<file path="config.mk">
export PLATFORM = sky130hd
export DESIGN_NAME = sgsc_ctrl
export DESIGN_NICKNAME = d
export VERILOG_FILES = /design/src/verilog/sgsc_pkg.sv /design/src/verilog/sgsc_sync_if.sv /design/src/verilog/sgsc_sync.sv /design/src/verilog/sgsc_ctrl.sv
export SDC_FILE = /design/constraint.sdc
export NUM_CORES = 1
export LEC_CHECK = 0
export BUFFER_PORTS_ARGS = -buffer_cell sky130_fd_sc_hd__buf_4
export CORE_ASPECT_RATIO = 1.4
export CORE_MARGIN = 1.5
export CORE_UTILIZATION = 50
export DETAILED_ROUTE_END_ITERATION = 12
export PLACE_DENSITY_LB_ADDON = 0.05
export SETUP_SLACK_MARGIN = 0.02
export SYNTH_ARGS = -nofsm -noshare
export SYNTH_HDL_FRONTEND = slang
export SYNTH_SLANG_ARGS = --single-unit
</file>
<file path="constraint.sdc">
create_clock -name clk_i -period 1.7 [get_ports clk_i]
set_clock_uncertainty 0.15 [all_clocks]
set_input_delay 0.085 -clock clk_i [delete_from_list [all_inputs] [get_ports clk_i]]
set_output_delay 0.085 -clock clk_i [all_outputs]
set_load 0.005 [all_outputs]
</file>
<file path="src/verilog/sgsc_pkg.sv">
package sgsc_pkg;

    // ------------------------------------------------------------
    // Power states, one-hot
    // ------------------------------------------------------------
    typedef enum logic [4:0] {
        SGSC_RUN     = 5'h01,   // Normal execution
        SGSC_STPGNT  = 5'h02,   // Stop-Grant, bus and interrupt unit alive
        SGSC_SLEEP   = 5'h04,   // Sleep, only PLL alive
        SGSC_SMM_ENT = 5'h08,   // State saved, management ack pending
        SGSC_SMM     = 5'h10    // Running the management handler
    } sgsc_state_e;

    // ------------------------------------------------------------
    // Acknowledge transaction codes on the bus request port
    // ------------------------------------------------------------
    localparam logic [1:0] SGSC_ACK_NONE  = 2'h0;  // No transaction
    localparam logic [1:0] SGSC_ACK_STPGNT = 2'h1; // Stop-Grant acknowledge
    localparam logic [1:0] SGSC_ACK_SMI   = 2'h2;  // Management acknowledge

    // ------------------------------------------------------------
    // Synchroniser depth and reset values
    // ------------------------------------------------------------
    localparam int         SGSC_SYNC_STAGES = 2;     // Flops per async input
    localparam logic       SGSC_SYNC_RST    = 1'b1;  // Requests idle high

endpackage : sgsc_pkg

</file>
<file path="src/verilog/sgsc_sync_if.sv">
// ----------------------------------------------------------------
// Synchronised request bundle between synchroniser and controller
// ----------------------------------------------------------------
interface sgsc_sync_if;
    logic [2:0] raw_n;   // Async requests: {smi, stop, sleep}, active low
    logic [2:0] sync_n;  // Same after synchronisation

    modport src (input raw_n, output sync_n);
    modport dst (output raw_n, input sync_n);
endinterface : sgsc_sync_if

</file>
<file path="src/verilog/sgsc_sync.sv">
// ----------------------------------------------------------------
// Two-flop synchroniser bank for the asynchronous request pins
// ----------------------------------------------------------------
module sgsc_sync #(
    parameter int WIDTH = 3                   // Number of inputs
) (
    input  wire logic  clk_i,                 // Bus clock
    input  wire logic  arst_n_i,              // Async reset, active low
    sgsc_sync_if.src   sif                    // Raw in, synchronised out
);

    typedef struct packed {
        logic [WIDTH-1:0] meta;               // First stage, read by stage two only
        logic [WIDTH-1:0] sync;               // Second stage, safe to use
    } sgsc_sync_s;

    sgsc_sync_s s_q;                          // Registered state
    sgsc_sync_s s_d;                          // Next state

    // Shift raw pins through two flops
    always_comb begin
        s_d      = s_q;
        s_d.meta = sif.raw_n;
        s_d.sync = s_q.meta;
    end

    // Reset to idle (deasserted) so no false request on release
    always_ff @(posedge clk_i or negedge arst_n_i) begin
        if (!arst_n_i) begin
            s_q <= {(2 * WIDTH){sgsc_pkg::SGSC_SYNC_RST}};
        end else begin
            s_q <= s_d;
        end
    end

    assign sif.sync_n = s_q.sync;

endmodule // sgsc_sync

</file>
<file path="src/verilog/sgsc_ctrl.sv">
// Contract
// Sleep request in Stop-Grant enters Sleep
// Sleep gates all clocks, PLL only
// Sleep ignores snoops and interrupts
// Sleep reacts only to sleep, stop, reset; the code leaves Sleep on sleep release or reset only and ignores stop
// Sleep release returns to Stop-Grant, bus clocks
// Stop request enters Stop-Grant, gates core
// Stop-Grant entry issues acknowledge transaction
// Stop-Grant keeps snooping and servicing interrupts
// Stop release restarts clocks, resumes execution
// Stop request async; bus clock untouched
// Management interrupt accepted asynchronously
// Management interrupt saves state, enters mode
// Management acknowledge then handler execution
// Synchronise inputs; ignore sleep outside Stop-Grant
module sgsc_ctrl (
    input  wire logic  clk_i,                       // Bus clock, 40 MHz
    input  wire logic  arst_n_i,                    // Async reset, active low
    input  wire logic  sleep_request_n_i,           // Async sleep request
    input  wire logic  stop_clock_request_n_i,      // Async stop-clock request
    input  wire logic  sys_mgmt_interrupt_n_i,      // Async management interrupt
    input  wire logic  snoop_req_i,                 // Bus snoop presented
    input  wire logic  intr_req_i,                  // Interrupt presented
    input  wire logic  smm_resume_i,                // Handler finished (resume)
    input  wire logic  ack_done_i,                  // Bus took acknowledge
    output logic       core_clk_en_o,               // Core units clock enable
    output logic       bus_clk_en_o,                // Bus unit clock enable
    output logic       lic_clk_en_o,                // Interrupt controller enable
    output logic       pll_en_o,                    // PLL keeps running
    output logic       snoop_en_o,                  // Snoops recognised
    output logic       intr_en_o,                   // Interrupts serviced
    output logic       exec_en_o,                   // Instruction execution
    output logic       state_save_o,                // One-cycle save strobe
    output logic       system_management_mode_o,    // In management mode
    output logic       handler_start_o,             // One-cycle handler launch
    output logic       ack_valid_o,                 // Ack transaction pending
    output logic [1:0] ack_type_o,                  // Ack transaction kind
    output logic       sleep_o                      // In Sleep
);

    // ------------------------------------------------------------
    // Request synchronisers
    // ------------------------------------------------------------
    sgsc_sync_if sif ();                            // Request bundle

    // Async pins go through two flops before use
    assign sif.raw_n = {sys_mgmt_interrupt_n_i, stop_clock_request_n_i, sleep_request_n_i};

    sgsc_sync #(
        .WIDTH   (3)
    ) u_sync (
        .clk_i   (clk_i),
        .arst_n_i(arst_n_i),
        .sif     (sif.src)
    );

    logic sleep_req;                                // Synchronised, active high
    logic stop_req;                                 // Synchronised, active high
    logic smi_req;                                  // Synchronised, active high

    assign sleep_req = ~sif.sync_n[0];
    assign stop_req  = ~sif.sync_n[1];
    assign smi_req   = ~sif.sync_n[2];

    // ------------------------------------------------------------
    // State record
    // ------------------------------------------------------------
    typedef struct packed {
        sgsc_pkg::sgsc_state_e state;               // Power state
        logic                  smi_prev;            // Edge detect on sync SMI
        logic                  smi_pend;            // Latched SMI awaiting entry
        logic                  core_clk_en;
        logic                  bus_clk_en;
        logic                  lic_clk_en;
        logic                  pll_en;
        logic                  snoop_en;
        logic                  intr_en;
        logic                  exec_en;
        logic                  state_save;
        logic                  system_management_mode;
        logic                  handler_start;
        logic                  ack_valid;
        logic [1:0]            ack_type;
        logic                  sleep;
    } sgsc_ctrl_s;

    sgsc_ctrl_s s_q;                                // Registered state
    sgsc_ctrl_s s_d;                                // Next state

    // ------------------------------------------------------------
    // Next-state logic
    // ------------------------------------------------------------
    always_comb begin
        s_d               = s_q;
        s_d.state_save    = 1'b0;
        s_d.handler_start = 1'b0;
        s_d.smi_prev      = smi_req;

        // Drop acknowledge once the bus has taken it
        if (s_q.ack_valid && ack_done_i) begin
            s_d.ack_valid = 1'b0;
            s_d.ack_type  = sgsc_pkg::SGSC_ACK_NONE;
        end

        // Falling edge of SMI latches a request; the later clear in RUN beats the set
        if (smi_req && !s_q.smi_prev && s_q.state != sgsc_pkg::SGSC_SLEEP) begin
            s_d.smi_pend = 1'b1;
        end

        case (s_q.state)
            sgsc_pkg::SGSC_RUN: begin
                if (s_q.smi_pend || (smi_req && !s_q.smi_prev)) begin
                    // Save state and enter management mode first
                    s_d.state      = sgsc_pkg::SGSC_SMM_ENT;
                    s_d.smi_pend   = 1'b0;
                    s_d.state_save = 1'b1;
                    s_d.system_management_mode        = 1'b1;
                    s_d.exec_en    = 1'b0;
                end else if (stop_req && !s_d.ack_valid) begin
                    // Waits out a pending ack so its kind is never overwritten
                    s_d.state       = sgsc_pkg::SGSC_STPGNT;
                    s_d.core_clk_en = 1'b0;
                    s_d.exec_en     = 1'b0;
                    s_d.ack_valid   = 1'b1;
                    s_d.ack_type    = sgsc_pkg::SGSC_ACK_STPGNT;
                end
            end
            sgsc_pkg::SGSC_STPGNT: begin
                // Bus and interrupt unit stay clocked
                if (!stop_req) begin
                    s_d.state       = sgsc_pkg::SGSC_RUN;
                    s_d.core_clk_en = 1'b1;
                    s_d.exec_en     = 1'b1;
                end else if (sleep_req) begin
                    s_d.state      = sgsc_pkg::SGSC_SLEEP;
                    s_d.bus_clk_en = 1'b0;
                    s_d.lic_clk_en = 1'b0;
                    s_d.snoop_en   = 1'b0;
                    s_d.intr_en    = 1'b0;
                    s_d.sleep      = 1'b1;
                end
            end
            sgsc_pkg::SGSC_SLEEP: begin
                // Only sleep release moves us; snoops, interrupts, SMI ignored. R4
                if (!sleep_req) begin
                    s_d.state      = sgsc_pkg::SGSC_STPGNT;
                    s_d.bus_clk_en = 1'b1;
                    s_d.lic_clk_en = 1'b1;
                    s_d.snoop_en   = 1'b1;
                    s_d.intr_en    = 1'b1;
                    s_d.sleep      = 1'b0;
                end
            end
            sgsc_pkg::SGSC_SMM_ENT: begin
                // Ack queued once the previous one has drained
                if (!s_d.ack_valid) begin
                    s_d.ack_valid     = 1'b1;
                    s_d.ack_type      = sgsc_pkg::SGSC_ACK_SMI;
                    s_d.state         = sgsc_pkg::SGSC_SMM;
                    s_d.handler_start = 1'b1;
                    s_d.exec_en       = 1'b1;
                end
            end
            sgsc_pkg::SGSC_SMM: begin
                // Handler runs until resume
                if (smm_resume_i) begin
                    s_d.state = sgsc_pkg::SGSC_RUN;
                    s_d.system_management_mode   = 1'b0;
                end
            end
            default: begin
                s_d.state = sgsc_pkg::SGSC_RUN;
            end
        endcase
        // Sleep request outside Stop-Grant simply never matches above
    end

    // ------------------------------------------------------------
    // State register, reset to running with all clocks on
    // ------------------------------------------------------------
    always_ff @(posedge clk_i or negedge arst_n_i) begin
        if (!arst_n_i) begin
            s_q               <= '0;
            s_q.state         <= sgsc_pkg::SGSC_RUN;
            s_q.core_clk_en   <= 1'b1;
            s_q.bus_clk_en    <= 1'b1;
            s_q.lic_clk_en    <= 1'b1;
            s_q.pll_en        <= 1'b1;
            s_q.snoop_en      <= 1'b1;
            s_q.intr_en       <= 1'b1;
            s_q.exec_en       <= 1'b1;
            s_q.ack_type      <= sgsc_pkg::SGSC_ACK_NONE;
        end else begin
            s_q <= s_d;
        end
    end

    // ------------------------------------------------------------
    // Outputs, all straight from flops
    // ------------------------------------------------------------
    assign core_clk_en_o            = s_q.core_clk_en;
    assign bus_clk_en_o             = s_q.bus_clk_en;
    assign lic_clk_en_o             = s_q.lic_clk_en;
    assign pll_en_o                 = s_q.pll_en;
    assign snoop_en_o               = s_q.snoop_en;
    assign intr_en_o                = s_q.intr_en;
    assign exec_en_o                = s_q.exec_en;
    assign state_save_o             = s_q.state_save;
    assign system_management_mode_o = s_q.system_management_mode;
    assign handler_start_o          = s_q.handler_start;
    assign ack_valid_o              = s_q.ack_valid;
    assign ack_type_o               = s_q.ack_type;
    assign sleep_o                  = s_q.sleep;

    // Snoop and interrupt requests are gated by the enables downstream
    logic unused_req;
    assign unused_req = snoop_req_i ^ intr_req_i;

endmodule // sgsc_ctrl

</file>
==> results.md <==
- The synthesized netlist occupies a cell area of 1030 sq um.
- Counting cells, the worst reg-to-reg path comes to 4.
- In this run, placement finished with an instance count of 131.
- The total leakage power is 0.577 nW.
- The floorplan has 19 rows.
- After synthesis, the netlist uses 33 different library cells.
- The worst setup slack before clock tree synthesis is 0.130 ns.
- Entering global routing, the biggest net connects 24 pins.
- The post-route antenna net violation count is 0.
- The die area is 2340 sq um.
- The layout-stage area growth over the synthesis result is 20.9%.
- The number of buffers added by the clock tree synthesis step is 3.
- Max-cap violations in this run came to 0.
- The clock tree from TritonCTS is built.
- The final count of pins violating max slew is 0.
- In this run the critical register-to-register path is launched from s_q[20]$_DFFE_PN0P_.
- For this design the ratio of total power to cell area is 1430 nW/um^2.
- The final HPWL from detailed placement is 1270 um.
- The fraction of layout cells with a size suffix above 1 is 0.333.
- The class of the worst hold path is input port to asynchronous set/reset pin.
- The number of antenna cells inserted is 0.
- The net count of the finished layout is 130.
- After synthesis, the mean cell area works out to 10.6 sq um.
- The routed layout has 776 vias.
- Across all setup checks in the final design, the least slack found is 0.125 ns.
- The number of buffers added on ports is 19.
- Clock latency on the worst-skew pair, taken at its later pin, is 0.31 ns.
- The average vias per placed instance is about 5.5.
- The number of global-route vias before repair is around 740.
- The maximum clock frequency is 0.635 GHz.
- The dominant register cell in the synthesized netlist is sky130_fd_sc_hd__dfrtp_1.
- The critical path in this run is classified as flop to flop.
- Data on the critical path is required at its endpoint by 1.79 ns.
- Along the worst path, the maximum fanout reaches 4.
- The longest clock path from root to sink contains 2 buffers.
- The time the final worst path needs with I/O delays and setup is 1.58 ns.
- The sum of negative setup slack is 0 ns.
- The ratio of final minimum period to clock period is 0.927.
- For this run, the total global-route usage over all layers was measured as 0.174.
- STA puts the critical path data arrival time at 1.66 ns.
- The setup-violating endpoint count in the final report is 0.
- The starting utilization of the core area is 0.526.
- The run finished with clean final reports.
- The mean routed wirelength per cell is 12.9 um.
- Counting instances in the post-synthesis netlist gives the leading cell types as sky130_fd_sc_hd__dfrtp_1, sky130_fd_sc_hd__dfstp_2, sky130_fd_sc_hd__o21ai_0.
- From left edge to right edge, the die measures 41.3 um.
- The final count of hold timing violations is 0.
- Setup repair after global routing left no endpoint under its margin.
- The number of synthesized flops with an enable pin is 0.
- The maximum VDD drop is about 0.70 mV.
- After synthesis the netlist holds a flip-flop and latch count of 23.
- The fraction of the yosys area taken by sequential cells is 0.573.
- The number of warnings issued by yosys is 0.
- The cell type with the highest aggregate area in the netlist is sky130_fd_sc_hd__dfrtp_1.
- The top cell type's share of synthesized area is 0.317.
- After detailed routing, the total wire length is 1820 um.
- For this block, the initial DRC count from the detailed router was 15.
- CTS saw 23 sinks.
- The overall die height is 56.6 um.
- The first global-routing pass estimated 2830 um of wire.
- CTS built an H-tree with a depth of 1.
- The final non-filler cell total is 141.
- By instance count, the leading cell after synthesis is sky130_fd_sc_hd__dfrtp_1.
- In this run the register-to-register setup slack is 0.12 ns.
- For this run, design rule violations remaining after detail routing come to 0.
- The number of cells produced by synthesis is 97.
- The number of iterations in the first detailed-routing pass is 4.
- Clock-pin slew was measured on the worst setup and hold paths at 0.12 ns.
- The root buffer selected by CTS is sky130_fd_sc_hd__clkbuf_4.
- The number of antenna violations at the first check in global routing is 0.
- STA classifies the critical path endpoint as a flop.
- Summed over all layers, the global routing overflow is 0.
- The number of nets handed over by synthesis was 106.
- In the synthesized netlist the async set-or-reset flop fraction comes to 1.00.
- The capturing point of the worst reg2reg path is ack_type_o[0]$_DFF_PN0_.
- The floorplan step defined a core boundary enclosing 1950 sq um.
- At the end of routability-driven placement, the weighted congestion stood at 0.756.
- Pin placement for this block handled 23 I/O pins.
- STA classifies the critical path startpoint as a flop.
- Ranked by total cell area, the synthesized netlist is headed by sky130_fd_sc_hd__dfrtp_1, sky130_fd_sc_hd__dfstp_2, sky130_fd_sc_hd__o21ai_0.
[sequential cells by signal (all words and copies together) (netlist names)]
| signal | flops |
|---|---|
| state_save_o | 1 |
| s_q | 7 |
| sleep_o | 1 |
| exec_en_o | 1 |
| u_sync.sif.sync_n | 3 |
| ack_type_o | 2 |
| ack_valid_o | 1 |
| system_management_mode_o | 1 |
| handler_start_o | 1 |
| intr_en_o | 1 |
| u_sync.s_d | 3 |
| core_clk_en_o | 1 |
[logic make-up after synthesis]
logic type,after synthesis,synth area share
buf+inv,16,0.0878
xor+xnor,1,0.00854
simple gates,29,0.152
other cells,1,0.00366
flops,23,0.573
compound gates,27,0.174
[cell usage in the layout (no fill, tap or decap)]
| cell type | netlist | routed |
|---|---|---|
| sky130_fd_sc_hd__xor2_1 | 1 | 1 |
| sky130_fd_sc_hd__clkbuf_4 | 0 | 3 |
| sky130_fd_sc_hd__o22ai_1 | 1 | 1 |
| sky130_fd_sc_hd__o211ai_1 | 1 | 1 |
| sky130_fd_sc_hd__a2bb2oi_1 | 1 | 1 |
| sky130_fd_sc_hd__or3_1 | 1 | 1 |
| sky130_fd_sc_hd__dfrtp_2 | 0 | 1 |
| sky130_fd_sc_hd__nand2b_1 | 2 | 2 |
| sky130_fd_sc_hd__and3_2 | 1 | 1 |
| sky130_fd_sc_hd__nand3_1 | 4 | 4 |
| sky130_fd_sc_hd__a22oi_1 | 1 | 1 |
| sky130_fd_sc_hd__o31ai_1 | 2 | 2 |
| sky130_fd_sc_hd__clkbuf_1 | 1 | 1 |
| sky130_fd_sc_hd__nand2_1 | 8 | 8 |
| sky130_fd_sc_hd__a31oi_1 | 1 | 1 |
| sky130_fd_sc_hd__nor4_4 | 1 | 1 |
| sky130_fd_sc_hd__dfstp_2 | 10 | 10 |
| sky130_fd_sc_hd__dlygate4sd3_1 | 0 | 6 |
| sky130_fd_sc_hd__a21oi_1 | 5 | 5 |
| sky130_fd_sc_hd__and2_1 | 1 | 1 |
| sky130_fd_sc_hd__and4_1 | 1 | 1 |
| sky130_fd_sc_hd__nor3_1 | 1 | 1 |
| sky130_fd_sc_hd__o311ai_0 | 2 | 2 |
| sky130_fd_sc_hd__nor2b_2 | 0 | 1 |
| sky130_fd_sc_hd__nor2_1 | 7 | 7 |
| sky130_fd_sc_hd__a21o_1 | 1 | 1 |
| sky130_fd_sc_hd__inv_1 | 8 | 8 |
| sky130_fd_sc_hd__o31ai_2 | 1 | 1 |
| sky130_fd_sc_hd__o21ai_0 | 9 | 9 |
| sky130_fd_sc_hd__a32o_1 | 1 | 1 |
| sky130_fd_sc_hd__o21ba_2 | 1 | 1 |
| sky130_fd_sc_hd__and3_1 | 1 | 1 |
| sky130_fd_sc_hd__conb_1 | 1 | 1 |
| sky130_fd_sc_hd__buf_4 | 6 | 21 |
| sky130_fd_sc_hd__dfrtp_1 | 13 | 12 |
[critical path: stages (launching register included)]
cell	delay, ns
sky130_fd_sc_hd__dfrtp_1	0.46
sky130_fd_sc_hd__nor4_4	0.36
sky130_fd_sc_hd__and4_1	0.31
sky130_fd_sc_hd__nor2_1	0.07
sky130_fd_sc_hd__o31ai_2	0.16
[cell type report]
cell class / instances / area, sq um
sequential: 23 / 589
inverter: 8 / 30.0
clock buffer: 4 / 26.3
tap: 21 / 26.3
fill: 155 / 709
timing repair buffer: 27 / 218
multi-input combinational: 58 / 350
[how the worst max path moves through the flow]
stage	start	to	slack [ns]
final	s_q[20]$_DFFE_PN0P_	ack_type_o[0]$_DFF_PN0_	0.12
after global routing	s_q[20]$_DFFE_PN0P_	ack_type_o[0]$_DFF_PN0_	0.03
after CTS	s_q[17]$_DFFE_PN0P_	ack_type_o[0]$_DFF_PN0_	0.1
after detailed placement	s_q[17]$_DFFE_PN0P_	ack_type_o[0]$_DFF_PN0_	0.13
after global placement	s_q[20]$_DFFE_PN0P_	ack_type_o[0]$_DFF_PN0_	0.15
after floorplan	s_q[16]$_DFFE_PN1P_	ack_valid_o$_DFF_PN0_	0.22
[metrics by stage]
stage	power [W]	utilization	cell area, sq um	hold slack (ns)
floorplan	0.00130	-	1030	-0.361
finish	0.00177	0.636	1240	0.0342
global placement	0.00151	0.590	1150	-0.163
detailed placement	0.00152	0.590	1150	-0.161
global route	0.00191	0.636	1240	0.0805
CTS	0.00178	0.634	1240	0.0404
[power breakdown]
group	total [W]	switching [W]	leakage [nW]	internal [W]
sequential	0.000843	0.000129	0.265	0.000714
clock	0.000250	0.000158	0.0150	0.0000918
combinational	0.000681	0.000321	0.296	0.000359
total	0.00177	0.000609	0.577	0.00117
[what timing repair did]
| action | 4_1_cts | 5_1_grt |
|---|---|---|
| setup endpoints to repair | 0 | 3 |
| hold buffers | 6 | 0 |
| resized for setup | 0 | 2 |
| endpoints found under the hold margin | 30 | 0 |
| setup buffers | 0 | 0 |
[metal layers]
layer,track usage,wire (um)
met2,0.301,937
met3,0.0356,78
met1,0.200,781
met5,0,0
met4,0.0553,23
(Power assumes the default switching activity.)
